File: src/verilog/gfm_pkg.sv
/*
  Package for the general-purpose pin function block: register offsets,
  field positions, reset values and selector codes.
  Assumes a byte-wide register port with 10-bit addresses.
*/
package gfm_pkg;
  // Register port widths and pin count
  localparam int ADDR_W = 10;
  localparam int DATA_W = 8;
  localparam int PIN_N = 4;

  // Register offsets
  localparam logic [9:0] OFF_PIN_DIRECTION = 10'h030;
  localparam logic [9:0] OFF_IN_SEL_BIT2 = 10'h031;
  localparam logic [9:0] OFF_IN_SEL_BIT1 = 10'h032;
  localparam logic [9:0] OFF_IN_SEL_BIT0 = 10'h033;
  localparam logic [9:0] OFF_OUT_SEL_BIT2 = 10'h034;
  localparam logic [9:0] OFF_OUT_SEL_BIT1 = 10'h035;
  localparam logic [9:0] OFF_OUT_SEL_BIT0 = 10'h036;
  localparam logic [9:0] OFF_RESERVED_SLOT = 10'h037;
  localparam logic [9:0] OFF_PIN_OUTPUT_VALUES = 10'h038;
  localparam logic [9:0] OFF_PIN_INPUT_VALUES = 10'h20C;

  // Reset values (4-bit fields in bits 3..0)
  localparam logic [3:0] RST_DIRECTION = 4'h0;
  localparam logic [3:0] RST_IN_SEL_BIT2 = 4'h0;
  localparam logic [3:0] RST_IN_SEL_BIT1 = 4'h0;
  localparam logic [3:0] RST_IN_SEL_BIT0 = 4'hF;
  localparam logic [3:0] RST_OUT_SEL = 4'h0;
  localparam logic [3:0] RST_OUTPUT_VALUES = 4'h0;
  localparam logic [3:0] RST_INPUT_VALUES = 4'h0;

  // Selector codes
  typedef enum logic [2:0] {
    GFM_SEL_GENERAL = 3'b000,
    GFM_SEL_SPECIAL = 3'b001
  } gfm_sel_t;
endpackage

File: src/verilog/gfm_sel_if.sv
/*
  Interface carrying the assembled per-pin selector fields and direction
  bits from the register file to the pin mux.
  Assumes a single clock domain; the interface is purely combinational.
*/
`timescale 1ns/1ps
interface gfm_sel_if;
  logic [3:0] dir; // Direction, 1 = output
  logic [3:0] sel_b2_in; // Input selector bit 2 per pin
  logic [3:0] sel_b1_in; // Input selector bit 1 per pin
  logic [3:0] sel_b0_in; // Input selector bit 0 per pin
  logic [3:0] sel_b2_out; // Output selector bit 2 per pin
  logic [3:0] sel_b1_out; // Output selector bit 1 per pin
  logic [3:0] sel_b0_out; // Output selector bit 0 per pin
  logic [3:0] out_vals; // Software output levels
  logic [3:0] gp_in; // Pins seen as general inputs
  modport regs (output dir, sel_b2_in, sel_b1_in, sel_b0_in,
    sel_b2_out, sel_b1_out, sel_b0_out, out_vals, input gp_in);
  modport mux (input dir, sel_b2_in, sel_b1_in, sel_b0_in,
    sel_b2_out, sel_b1_out, sel_b0_out, out_vals, output gp_in);
endinterface

File: src/verilog/gfm_pin_mux.sv
/*
  Per-pin function mux: picks general or special function for input
  and output mode and drives the pin enables.
  Assumes flags and pins are already synchronous to clk.
*/
`timescale 1ns/1ps
module gfm_pin_mux (
  gfm_sel_if.mux sel,
  input wire logic [3:0] pin_in,
  input wire logic [3:0] status_flags,
  output logic [3:0] pin_out_nxt,
  output logic [3:0] pin_oe_n_nxt,
  output logic [1:0] oe_sel_nxt,
  output logic oe_sel_valid_nxt_0,
  output logic oe_sel_valid_nxt_1,
  output logic ref_sel_nxt,
  output logic ref_sel_valid_nxt
);
  // Assemble a pin's 3-bit code, MSB from the lowest address
  function automatic logic [2:0] code_of(input logic [3:0] b2,
    input logic [3:0] b1, input logic [3:0] b0, input int i);
    code_of = {b2[i], b1[i], b0[i]};
  endfunction

  // Per-pin decode of both selector sets
  always_comb begin
    logic [2:0] ic;
    logic [2:0] oc;
    ic = 3'b000;
    oc = 3'b000;
    pin_out_nxt = 4'h0;
    pin_oe_n_nxt = 4'hF;
    sel.gp_in = 4'h0;
    oe_sel_nxt = 2'b00;
    oe_sel_valid_nxt_0 = 1'b0;
    oe_sel_valid_nxt_1 = 1'b0;
    ref_sel_nxt = 1'b0;
    ref_sel_valid_nxt = 1'b0;
    for (int i = 0; i < gfm_pkg::PIN_N; i++) begin
      ic = code_of(sel.sel_b2_in, sel.sel_b1_in, sel.sel_b0_in, i);
      oc = code_of(sel.sel_b2_out, sel.sel_b1_out, sel.sel_b0_out, i);
      if (sel.dir[i]) begin // Output mode
        pin_oe_n_nxt[i] = 1'b0;
        // Reserved codes drive low, a safe level
        if (oc == gfm_pkg::GFM_SEL_GENERAL) begin
          pin_out_nxt[i] = sel.out_vals[i];
        end else if (oc == gfm_pkg::GFM_SEL_SPECIAL) begin
          pin_out_nxt[i] = status_flags[i];
        end
      end else begin // Input mode, pin left undriven
        if (ic == gfm_pkg::GFM_SEL_GENERAL) begin
          sel.gp_in[i] = pin_in[i];
        end else if (ic == gfm_pkg::GFM_SEL_SPECIAL) begin
          // Pin 3 code 001 is reserved: no function
          if (i == 0) begin
            oe_sel_nxt[0] = pin_in[0];
            oe_sel_valid_nxt_0 = 1'b1;
          end else if (i == 1) begin
            oe_sel_nxt[1] = pin_in[1];
            oe_sel_valid_nxt_1 = 1'b1;
          end else if (i == 2) begin
            ref_sel_nxt = pin_in[2];
            ref_sel_valid_nxt = 1'b1;
          end
        end
      end
    end
  end
endmodule

File: src/verilog/gfm_regs.sv
/*
  Register file for the pin function block: byte-wide port with
  write strobe and registered read data.
  Assumes the serial configuration engine presents one access per cycle.
*/
`timescale 1ns/1ps
module gfm_regs (
  input wire logic clk,
  input wire logic rstn,
  input wire logic [9:0] reg_addr,
  input wire logic reg_wr,
  input wire logic [7:0] reg_wdata,
  output logic [7:0] reg_rdata,
  gfm_sel_if.regs sel
);
  logic [3:0] dir_r; // Direction bits
  logic [3:0] is2_r; // Input selector bit 2
  logic [3:0] is1_r; // Input selector bit 1
  logic [3:0] is0_r; // Input selector bit 0
  logic [3:0] os2_r; // Output selector bit 2
  logic [3:0] os1_r; // Output selector bit 1
  logic [3:0] os0_r; // Output selector bit 0
  logic [3:0] gpo_r; // Output levels
  logic [3:0] gpi_r; // Sampled general inputs
  logic [7:0] rdata_nxt; // Read mux

  // Writes; reserved upper bits are not stored
  always_ff @(posedge clk) begin
    if (!rstn) begin
      dir_r <= gfm_pkg::RST_DIRECTION;
      is2_r <= gfm_pkg::RST_IN_SEL_BIT2;
      is1_r <= gfm_pkg::RST_IN_SEL_BIT1;
      is0_r <= gfm_pkg::RST_IN_SEL_BIT0; // Code 001 on all pins
      os2_r <= gfm_pkg::RST_OUT_SEL;
      os1_r <= gfm_pkg::RST_OUT_SEL;
      os0_r <= gfm_pkg::RST_OUT_SEL;
      gpo_r <= gfm_pkg::RST_OUTPUT_VALUES;
    end else if (reg_wr) begin
      unique case (reg_addr)
        gfm_pkg::OFF_PIN_DIRECTION: dir_r <= reg_wdata[3:0];
        gfm_pkg::OFF_IN_SEL_BIT2: is2_r <= reg_wdata[3:0];
        gfm_pkg::OFF_IN_SEL_BIT1: is1_r <= reg_wdata[3:0];
        gfm_pkg::OFF_IN_SEL_BIT0: is0_r <= reg_wdata[3:0];
        gfm_pkg::OFF_OUT_SEL_BIT2: os2_r <= reg_wdata[3:0];
        gfm_pkg::OFF_OUT_SEL_BIT1: os1_r <= reg_wdata[3:0];
        gfm_pkg::OFF_OUT_SEL_BIT0: os0_r <= reg_wdata[3:0];
        gfm_pkg::OFF_PIN_OUTPUT_VALUES: gpo_r <= reg_wdata[3:0];
        default: ; // Read-only, reserved and unmapped ignore writes
      endcase
    end
  end

  // Sample pins set up as general inputs each cycle
  always_ff @(posedge clk) begin
    if (!rstn) begin
      gpi_r <= gfm_pkg::RST_INPUT_VALUES;
    end else begin
      gpi_r <= sel.gp_in;
    end
  end

  // Read mux; reserved and unmapped read zero
  always_comb begin
    rdata_nxt = 8'h00;
    unique case (reg_addr)
      gfm_pkg::OFF_PIN_DIRECTION: rdata_nxt = {4'h0, dir_r};
      gfm_pkg::OFF_IN_SEL_BIT2: rdata_nxt = {4'h0, is2_r};
      gfm_pkg::OFF_IN_SEL_BIT1: rdata_nxt = {4'h0, is1_r};
      gfm_pkg::OFF_IN_SEL_BIT0: rdata_nxt = {4'h0, is0_r};
      gfm_pkg::OFF_OUT_SEL_BIT2: rdata_nxt = {4'h0, os2_r};
      gfm_pkg::OFF_OUT_SEL_BIT1: rdata_nxt = {4'h0, os1_r};
      gfm_pkg::OFF_OUT_SEL_BIT0: rdata_nxt = {4'h0, os0_r};
      gfm_pkg::OFF_PIN_OUTPUT_VALUES: rdata_nxt = {4'h0, gpo_r};
      gfm_pkg::OFF_PIN_INPUT_VALUES: rdata_nxt = {4'h0, gpi_r};
      default: rdata_nxt = 8'h00;
    endcase
  end

  // Registered read data, valid one cycle after the address
  always_ff @(posedge clk) begin
    if (!rstn) begin
      reg_rdata <= 8'h00;
    end else begin
      reg_rdata <= rdata_nxt;
    end
  end

  // Fields to the mux
  assign sel.dir = dir_r;
  assign sel.sel_b2_in = is2_r;
  assign sel.sel_b1_in = is1_r;
  assign sel.sel_b0_in = is0_r;
  assign sel.sel_b2_out = os2_r;
  assign sel.sel_b1_out = os1_r;
  assign sel.sel_b0_out = os0_r;
  assign sel.out_vals = gpo_r;
endmodule

File: src/verilog/gfm_top.sv
/*
  General-purpose pin function block: four configurable pins, each an
  input routed to a register or a control function, or an output driven
  from software or a PLL status flag.
  Assumes pins, flags and the register port are synchronous to clk.
*/
// Behaviour
// - Direction bit: 0 input, 1 output; reset 0
// - Pin 0 input: 000 general, 001 enable select
// - Pin 1 input: 000 general, 001 enable select
// - Pin 2 input: 000 general, 001 reference select
// - Pin 3 input: 000 general, others reserved
// - General inputs readable in read-only input register
// - Pin 0 output: 000 value, 001 holdover flag
// - Pin 1 output: 000 value, 001 ref1 loss
// - Pin 2 output: 000 value, 001 ref0 loss
// - Pin 3 output: 000 value, 001 lock loss
// - Writable output value register, reset zero
`timescale 1ns/1ps
module gfm_top (
  input wire logic clk,
  input wire logic rstn,
  input wire logic [9:0] reg_addr, // Configuration port address
  input wire logic reg_wr, // Write strobe
  input wire logic [7:0] reg_wdata, // Write data
  output logic [7:0] reg_rdata, // Read data, one cycle late
  input wire logic [3:0] pin_in, // Pin input levels
  output logic [3:0] pin_out, // Pin drive levels
  output logic [3:0] pin_oe_n, // Low while the pin is driven
  input wire logic holdover_flag, // PLL in holdover
  input wire logic ref1_los_flag, // Loss of signal, reference 1
  input wire logic ref0_los_flag, // Loss of signal, reference 0
  input wire logic lock_loss_flag, // PLL lost lock
  output logic [1:0] output_enable_select, // Clock output enable select
  output logic manual_reference_select // Manual reference pick
);
  gfm_sel_if sel_i (); // Register-to-mux fields
  logic [3:0] pin_out_nxt; // Mux drive level
  logic [3:0] pin_oe_n_nxt; // Mux enable
  logic [1:0] oe_sel_nxt; // Enable select from pins
  logic oe0_v; // Pin 0 carries enable select
  logic oe1_v; // Pin 1 carries enable select
  logic ref_sel_nxt; // Reference select from pin 2
  logic ref_v; // Pin 2 carries reference select
  logic [3:0] flags; // Flag per pin

  // Flag order follows the pin that shows it
  assign flags = {lock_loss_flag, ref0_los_flag, ref1_los_flag,
    holdover_flag};

  // Per-pin codes for the checks, MSB from the lowest address
  logic [2:0] icode [gfm_pkg::PIN_N]; // Input function code
  logic [2:0] ocode [gfm_pkg::PIN_N]; // Output function code

  // Gathered once here so the checks below stay short
  always_comb begin
    for (int i = 0; i < gfm_pkg::PIN_N; i++) begin
      icode[i] = {sel_i.sel_b2_in[i], sel_i.sel_b1_in[i],
        sel_i.sel_b0_in[i]};
      ocode[i] = {sel_i.sel_b2_out[i], sel_i.sel_b1_out[i],
        sel_i.sel_b0_out[i]};
    end
  end

  gfm_regs u_regs (
    .clk(clk),
    .rstn(rstn),
    .reg_addr(reg_addr),
    .reg_wr(reg_wr),
    .reg_wdata(reg_wdata),
    .reg_rdata(reg_rdata),
    .sel(sel_i.regs)
  );

  gfm_pin_mux u_mux (
    .sel(sel_i.mux),
    .pin_in(pin_in),
    .status_flags(flags),
    .pin_out_nxt(pin_out_nxt),
    .pin_oe_n_nxt(pin_oe_n_nxt),
    .oe_sel_nxt(oe_sel_nxt),
    .oe_sel_valid_nxt_0(oe0_v),
    .oe_sel_valid_nxt_1(oe1_v),
    .ref_sel_nxt(ref_sel_nxt),
    .ref_sel_valid_nxt(ref_v)
  );

  // Pin drive registered; released at reset so nothing fights the board
  always_ff @(posedge clk) begin
    if (!rstn) begin
      pin_out <= 4'h0;
      pin_oe_n <= 4'hF;
    end else begin
      pin_out <= pin_out_nxt;
      pin_oe_n <= pin_oe_n_nxt;
    end
  end

  // Control functions hold their last value when no pin feeds them
  always_ff @(posedge clk) begin
    if (!rstn) begin
      output_enable_select <= 2'b00;
      manual_reference_select <= 1'b0;
    end else begin
      if (oe0_v) begin
        output_enable_select[0] <= oe_sel_nxt[0];
      end
      if (oe1_v) begin
        output_enable_select[1] <= oe_sel_nxt[1];
      end
      if (ref_v) begin
        manual_reference_select <= ref_sel_nxt;
      end
    end
  end

  // Output-mode pin 0 with code 000 shows its value bit next cycle
  gp_output_a: assert property (@(posedge clk) disable iff (!rstn)
    (sel_i.dir[0] && sel_i.sel_b2_out[0] == 1'b0 &&
    sel_i.sel_b1_out[0] == 1'b0 && sel_i.sel_b0_out[0] == 1'b0)
    |=> (pin_out[0] == $past(sel_i.out_vals[0]) && !pin_oe_n[0]))
    else $error("pin 0 general output wrong");

  // Holdover flag on pin 0
  holdover_out_a: assert property (@(posedge clk) disable iff (!rstn)
    (sel_i.dir[0] && {sel_i.sel_b2_out[0], sel_i.sel_b1_out[0],
    sel_i.sel_b0_out[0]} == 3'b001) |=> pin_out[0] == $past(holdover_flag))
    else $error("holdover flag not on pin 0");

  // Reference 1 loss on pin 1
  ref1_los_out_a: assert property (@(posedge clk) disable iff (!rstn)
    (sel_i.dir[1] && {sel_i.sel_b2_out[1], sel_i.sel_b1_out[1],
    sel_i.sel_b0_out[1]} == 3'b001) |=> pin_out[1] == $past(ref1_los_flag))
    else $error("reference 1 loss not on pin 1");

  // Reference 0 loss on pin 2
  ref0_los_out_a: assert property (@(posedge clk) disable iff (!rstn)
    (sel_i.dir[2] && {sel_i.sel_b2_out[2], sel_i.sel_b1_out[2],
    sel_i.sel_b0_out[2]} == 3'b001) |=> pin_out[2] == $past(ref0_los_flag))
    else $error("reference 0 loss not on pin 2");

  // Lock loss on pin 3
  lock_loss_out_a: assert property (@(posedge clk) disable iff (!rstn)
    (sel_i.dir[3] && {sel_i.sel_b2_out[3], sel_i.sel_b1_out[3],
    sel_i.sel_b0_out[3]} == 3'b001) |=> pin_out[3] == $past(lock_loss_flag))
    else $error("lock loss not on pin 3");

  // Input-mode pin 2 stays undriven
  input_undriven_a: assert property (@(posedge clk) disable iff (!rstn)
    !sel_i.dir[2] |=> pin_oe_n[2])
    else $error("input pin driven");

  // Enable select bit 0 follows pin 0
  oe_select_a: assert property (@(posedge clk) disable iff (!rstn)
    (!sel_i.dir[0] && {sel_i.sel_b2_in[0], sel_i.sel_b1_in[0],
    sel_i.sel_b0_in[0]} == 3'b001)
    |=> output_enable_select[0] == $past(pin_in[0]))
    else $error("enable select 0 not from pin 0");

  // Pin 1 drives enable select bit 1
  oe_select1_a: assert property (@(posedge clk) disable iff (!rstn)
    (!sel_i.dir[1] && {sel_i.sel_b2_in[1], sel_i.sel_b1_in[1],
    sel_i.sel_b0_in[1]} == 3'b001)
    |=> output_enable_select[1] == $past(pin_in[1]))
    else $error("enable select 1 not from pin 1");

  // Reference select follows pin 2
  ref_select_a: assert property (@(posedge clk) disable iff (!rstn)
    (!sel_i.dir[2] && {sel_i.sel_b2_in[2], sel_i.sel_b1_in[2],
    sel_i.sel_b0_in[2]} == 3'b001)
    |=> manual_reference_select == $past(pin_in[2]))
    else $error("reference select not from pin 2");

  // General input on pin 3 readable two cycles later
  gp_input_read_a: assert property (@(posedge clk) disable iff (!rstn)
    (!sel_i.dir[3] && {sel_i.sel_b2_in[3], sel_i.sel_b1_in[3],
    sel_i.sel_b0_in[3]} == 3'b000 && reg_addr == 10'h20C) ##1
    (reg_addr == 10'h20C) |=> reg_rdata[3] == $past(pin_in[3], 2))
    else $error("general input 3 not readable");

  // Direction reads back zero after reset
  dir_reset_a: assert property (@(posedge clk)
    (!rstn && !reg_wr) ##1 (rstn && reg_addr == 10'h030)
    |=> reg_rdata[3:0] == 4'h0)
    else $error("direction not zero after reset");

  // Pin 1 general output shows its value bit
  gp_output1_a: assert property (@(posedge clk) disable iff (!rstn)
    sel_i.dir[1] && ocode[1] == 3'b000
    |=> pin_out[1] == $past(sel_i.out_vals[1]))
    else $error("pin 1 general output wrong");

  // Pin 2 general output shows its value bit
  gp_output2_a: assert property (@(posedge clk) disable iff (!rstn)
    sel_i.dir[2] && ocode[2] == 3'b000
    |=> pin_out[2] == $past(sel_i.out_vals[2]))
    else $error("pin 2 general output wrong");

  // Pin 3 general output shows its value bit
  gp_output3_a: assert property (@(posedge clk) disable iff (!rstn)
    sel_i.dir[3] && ocode[3] == 3'b000
    |=> pin_out[3] == $past(sel_i.out_vals[3]))
    else $error("pin 3 general output wrong");

  // Reserved output codes hold pin 0 low, still driven
  out_rsvd0_a: assert property (@(posedge clk) disable iff (!rstn)
    sel_i.dir[0] && ocode[0] > 3'b001
    |=> !pin_out[0] && !pin_oe_n[0])
    else $error("pin 0 reserved output not low");

  // Reserved output codes hold pin 1 low, still driven
  out_rsvd1_a: assert property (@(posedge clk) disable iff (!rstn)
    sel_i.dir[1] && ocode[1] > 3'b001
    |=> !pin_out[1] && !pin_oe_n[1])
    else $error("pin 1 reserved output not low");

  // Reserved output codes hold pin 2 low, still driven
  out_rsvd2_a: assert property (@(posedge clk) disable iff (!rstn)
    sel_i.dir[2] && ocode[2] > 3'b001
    |=> !pin_out[2] && !pin_oe_n[2])
    else $error("pin 2 reserved output not low");

  // Reserved output codes hold pin 3 low, still driven
  out_rsvd3_a: assert property (@(posedge clk) disable iff (!rstn)
    sel_i.dir[3] && ocode[3] > 3'b001
    |=> !pin_out[3] && !pin_oe_n[3])
    else $error("pin 3 reserved output not low");

  // Pin 0 left undriven in input mode
  in_undriven0_a: assert property (@(posedge clk) disable iff (!rstn)
    !sel_i.dir[0] |=> pin_oe_n[0])
    else $error("input pin 0 driven");

  // Pin 1 left undriven in input mode
  in_undriven1_a: assert property (@(posedge clk) disable iff (!rstn)
    !sel_i.dir[1] |=> pin_oe_n[1])
    else $error("input pin 1 driven");

  // Pin 3 left undriven in input mode
  in_undriven3_a: assert property (@(posedge clk) disable iff (!rstn)
    !sel_i.dir[3] |=> pin_oe_n[3])
    else $error("input pin 3 driven");

  // Every output-mode pin is driven next cycle
  out_driven_a: assert property (@(posedge clk) disable iff (!rstn)
    sel_i.dir != 4'h0 |=> (pin_oe_n & $past(sel_i.dir)) == 4'h0)
    else $error("output pin not driven");

  // General input on pin 0 readable two cycles later
  gp_input0_a: assert property (@(posedge clk) disable iff (!rstn)
    (!sel_i.dir[0] && icode[0] == 3'b000 && reg_addr == 10'h20C) ##1
    (reg_addr == 10'h20C) |=> reg_rdata[0] == $past(pin_in[0], 2))
    else $error("general input 0 not readable");

  // General input on pin 1 readable two cycles later
  gp_input1_a: assert property (@(posedge clk) disable iff (!rstn)
    (!sel_i.dir[1] && icode[1] == 3'b000 && reg_addr == 10'h20C) ##1
    (reg_addr == 10'h20C) |=> reg_rdata[1] == $past(pin_in[1], 2))
    else $error("general input 1 not readable");

  // General input on pin 2 readable two cycles later
  gp_input2_a: assert property (@(posedge clk) disable iff (!rstn)
    (!sel_i.dir[2] && icode[2] == 3'b000 && reg_addr == 10'h20C) ##1
    (reg_addr == 10'h20C) |=> reg_rdata[2] == $past(pin_in[2], 2))
    else $error("general input 2 not readable");

  // Pin 3 with a reserved input code reads zero
  pin3_rsvd_a: assert property (@(posedge clk) disable iff (!rstn)
    (!sel_i.dir[3] && icode[3] != 3'b000 && reg_addr == 10'h20C) ##1
    (reg_addr == 10'h20C) |=> !reg_rdata[3])
    else $error("pin 3 reserved code reads one");

  // Output-mode pin 0 reads zero in the input register
  out_reads0_a: assert property (@(posedge clk) disable iff (!rstn)
    (sel_i.dir[0] && reg_addr == 10'h20C) ##1
    (reg_addr == 10'h20C) |=> !reg_rdata[0])
    else $error("output pin 0 read as input");

  // Enable select bit 0 holds while pin 0 does not feed it
  oe_hold0_a: assert property (@(posedge clk) disable iff (!rstn)
    !(!sel_i.dir[0] && icode[0] == 3'b001)
    |=> $stable(output_enable_select[0]))
    else $error("enable select 0 moved");

  // Enable select bit 1 holds while pin 1 does not feed it
  oe_hold1_a: assert property (@(posedge clk) disable iff (!rstn)
    !(!sel_i.dir[1] && icode[1] == 3'b001)
    |=> $stable(output_enable_select[1]))
    else $error("enable select 1 moved");

  // Reference select holds while pin 2 does not feed it
  ref_hold_a: assert property (@(posedge clk) disable iff (!rstn)
    !(!sel_i.dir[2] && icode[2] == 3'b001)
    |=> $stable(manual_reference_select))
    else $error("reference select moved");

  // Reset releases every pin and clears the selects
  reset_out_a: assert property (@(posedge clk)
    !rstn |=> pin_oe_n == 4'hF && pin_out == 4'h0 &&
    output_enable_select == 2'b00 && !manual_reference_select)
    else $error("outputs not at reset values");
endmodule
File: config.mk
export PLATFORM = sky130hd
export DESIGN_NAME = gfm_top
export DESIGN_NICKNAME = d
export VERILOG_FILES = /design/src/verilog/gfm_pkg.sv /design/src/verilog/gfm_sel_if.sv /design/src/verilog/gfm_pin_mux.sv /design/src/verilog/gfm_regs.sv /design/src/verilog/gfm_top.sv
export SDC_FILE = /design/constraint.sdc
export NUM_CORES = 1
export LEC_CHECK = 0
export ABC_AREA = 1
export BUFFER_PORTS_ARGS = -buffer_cell sky130_fd_sc_hd__buf_4
export CORE_AREA = 4 4 91 72
export CTS_CLUSTER_DIAMETER = 80
export DETAILED_ROUTE_END_ITERATION = 16
export DIE_AREA = 0 0 95 76
export PLACE_DENSITY_LB_ADDON = 0.1
export SLEW_MARGIN = 20
export SYNTH_ARGS = -nofsm -noshare
export SYNTH_HDL_FRONTEND = slang
export SYNTH_HIERARCHICAL = 1
export SYNTH_SLANG_ARGS = --single-unit
File: constraint.sdc
create_clock -name clk -period 1.6 [get_ports clk]
set_clock_uncertainty 0.15 [all_clocks]
set_input_delay 0.08 -clock clk [delete_from_list [all_inputs] [get_ports clk]]
set_output_delay 0.08 -clock clk [all_outputs]
set_load 0.01 [all_outputs]
==> results.json <==
{
  "hold_viol_final": 0,
  "rsz0062_at_grt": "no",
  "p_sw_share_pct": 24.11,
  "portBuffers": 39,
  "fmax_ghz": 0.7945,
  "dpl_cell_area_sq_um": 3146,
  "required_ps": 1700,
  "cp_top_family": "buffers and inverters",
  "grt_pass1_vias": 2405,
  "io_pins": 48,
  "ant_nets": 0,
  "hpwl_microns": 5312,
  "crit_path_max_fanout": 35,
  "routed_via_density": 4.819,
  "cts_root_buffer": "clkbuf_8",
  "end_kind": "flip-flop",
  "layout_common_cells": "inv_1 (82), nand2_1 (77), nor2_1 (52), dfxtp_1 (51), buf_4 (45)",
  "syn_to_final_growth_pct": 21.15,
  "fin_cells": 554,
  "setup_tns_ps": 0,
  "antennaDiodeCount": 0,
  "core_sq_um": 5645,
  "crit_path_cell_trace": "dlygate4sd3_1, buf_4, buf_4, o21ai_1, a21oi_1",
  "seq_area_frac_synth_pct": 36.96,
  "setup_ws_ps": 341.3,
  "pwr-share-clk_pct": 39.3,
  "die_w_microns": 95,
  "seqPwrFrac_pct": 51.5,
  "stdcell_area_sq_um": 3347,
  "synth.avg_cell_area_sq_um": 6.547,
  "vias": 2670,
  "final_common_cell": "inv_1",
  "crit_path_top_delay_cell": "dlygate4sd3_1",
  "drtPass1Iterations": 5,
  "start_util_pct": 48.94,
  "arrival_ps": 1350,
  "ys_ff_latch": 51,
  "synth_area_sq_um": 2763,
  "fin_nets": 504,
  "grtUsageTotal_pct": 20.35,
  "critical_path.startpoint_type": "input port",
  "grt_pass1_wl_microns": 11570,
  "crit_buf_inv": 3,
  "switchingPower_uw": 596.8,
  "gp_congestion": 0.9101,
  "ir_drop_uv": 483.1,
  "dp_slack_ps": 99.14,
  "worst-setup-path-type": "in -> reg",
  "p_per_area_nw_per_um2": 739.6,
  "cts.sink_count": 51,
  "grt_start_max_net_pins": 36,
  "cts_tree": "built",
  "setup_viol": 0,
  "finalCritPeriodShare_pct": 78.67,
  "cts_made_buffers": 5,
  "cp_common_cell": "buf_4",
  "min_path_type": "in -> reg",
  "clockBufferDepth": 2,
  "antenna_found_initial": 0,
  "drt_wl_total_microns": 6991,
  "clk_pin_slew_worst_paths_ps": 100,
  "final_max_slew_viol_count": 0,
  "placed_cells": 538,
  "fin_crit_ps": 1259,
  "wl_per_cell_microns": 12.62,
  "dieHeight_microns": 76,
  "p_leak_nw": 1.599,
  "syn_inst": 422,
  "first_iter_violations": 204,
  "cts_setup_buffers": 0,
  "ys_warn_count": 6,
  "clk_latency_ps": 310,
  "htreeDepth": 2,
  "rows": 24,
  "drive_gt1_share_pct": 18.49,
  "overflow": 0,
  "die-area_sq_um": 7220,
  "drc": 0,
  "comb_power_share_pct": 9.2,
  "max-cap-violations": 0,
  "total_power_mw": 2.475,
  "slowest_delay_ps": 520,
  "status": "complete, no violations",
  "ys_types": 28,
  "fill_cells": 605,
  "internal_power_mw": 1.878
}
power by group through the flow:
stage	Sequential, mW	Clock, mW	Combinational (mW)
finish	1.28	0.972	0.228
global route	1.28	1.06	0.250
CTS	1.28	0.993	0.226
detailed placement	1.31	0	0.210
global placement	1.31	0	0.207
floorplan	1.31	0	0.115
metrics by stage:
| step | utilization, % | hold WS, ps |
|---|---|---|
| floorplan | - | 50.39 |
| global placement | 55.72 | 231.6 |
| detailed placement | 55.72 | 238.5 |
| CTS | 59.29 | 8.696 |
| global route | 59.29 | 35.15 |
| finish | 59.29 | 8.942 |
final timing paths:
path	startpoint	to	slack [ps]	depth (start not counted)
max	rstn	u_regs/sel.sel_b2_in[1]	340	5
min	ref0_los_flag	pin_out[2]	9	7
max reg2reg	u_regs/sel.dir[1]	output_enable_select[1]	440	7
min reg2reg	u_regs/sel.sel_b1_out[1]	u_regs/sel.sel_b1_out[1]	330	2
cells in the mapped netlist:
cell type	n	area share [%]
a211oi_1	4	1.1
dfxtp_1	51	37
and3_1	1	0.23
inv_2	5	0.68
nor3_2	1	0.36
conb_1	1	0.14
nand3_1	31	5.6
nor2_1	52	7.1
nor3_1	4	0.72
buf_4	5	1.4
nor3_4	1	0.59
o211ai_1	7	1.9
or2_1	1	0.23
o21ai_0	6	1.1
a21oi_1	24	4.3
nand4_1	9	2.0
nand3_2	1	0.36
buf_6	1	0.41
nand2_2	11	2.5
nor2_2	6	1.4
nand2_1	77	10
or2_0	3	0.68
nor2_4	9	3.7
clkinv_2	1	0.18
o21ai_1	23	4.2
inv_1	82	11
clkinv_1	1	0.14
clkbuf_1	4	0.54
routing by layer:
metal | vias up | wire length [microns] | global-route usage [%] | share of wire (%)
met5 | - | 0 | 0 | 0
met4 | 0 | 102 | 5.331 | 1.5
met3 | 10 | 471 | 3.751 | 6.7
met2 | 72 | 3066 | 30.47 | 44
met1 | 1173 | 3350 | 29.88 | 48
li1 | 1415 | - | - | -
cell type report:
class | count | area [sq um] | share of cell area [%]
multi-input combinational | 275 | 1354 | 40.45
sequential | 51 | 1021 | 30.50
timing repair buffer | 53 | 417.9 | 12.49
inverter | 89 | 335.3 | 10.02
tap | 78 | 97.59 | 2.916
clock buffer | 6 | 82.58 | 2.467
clock inverter | 2 | 38.79 | 1.159
sequential cells by signal, indices dropped and copies added, names as in the netlist, 2 cells and up:
| signal | count |
|---|---|
| pin_oe_n | 4 |
| pin_out | 4 |
| u_regs/gpi_r | 4 |
| u_regs/reg_rdata | 4 |
| u_regs/sel.dir | 4 |
| u_regs/sel.out_vals | 4 |
| u_regs/sel.sel_b0_in | 4 |
| u_regs/sel.sel_b0_out | 4 |
| u_regs/sel.sel_b1_in | 4 |
| u_regs/sel.sel_b1_out | 4 |
| u_regs/sel.sel_b2_in | 4 |
| u_regs/sel.sel_b2_out | 4 |
| output_enable_select | 2 |
timing repair:
action | 4_1_cts | 5_1_grt
gates resized for setup | 0 | 0
endpoints found under the hold margin | 22 | 0
hold buffers | 8 | 0
cells by family after synthesis:
family                 share of synthesized area [%]
AND/OR/NAND/NOR                                35.87
buffers and inverters                          14.45
other                                         0.1357
AO/OA/AOI/OAI                                  12.59
flip-flops                                     36.96
worst min-delay path, cell delays in order:
cell and delay [ps]:
buf_4 80, inv_1 30, nand2_1 40, nand2_1 40, nor2_1 80, nand2_1 50
inv_1 40
Power figures use the tool's default switching activity.
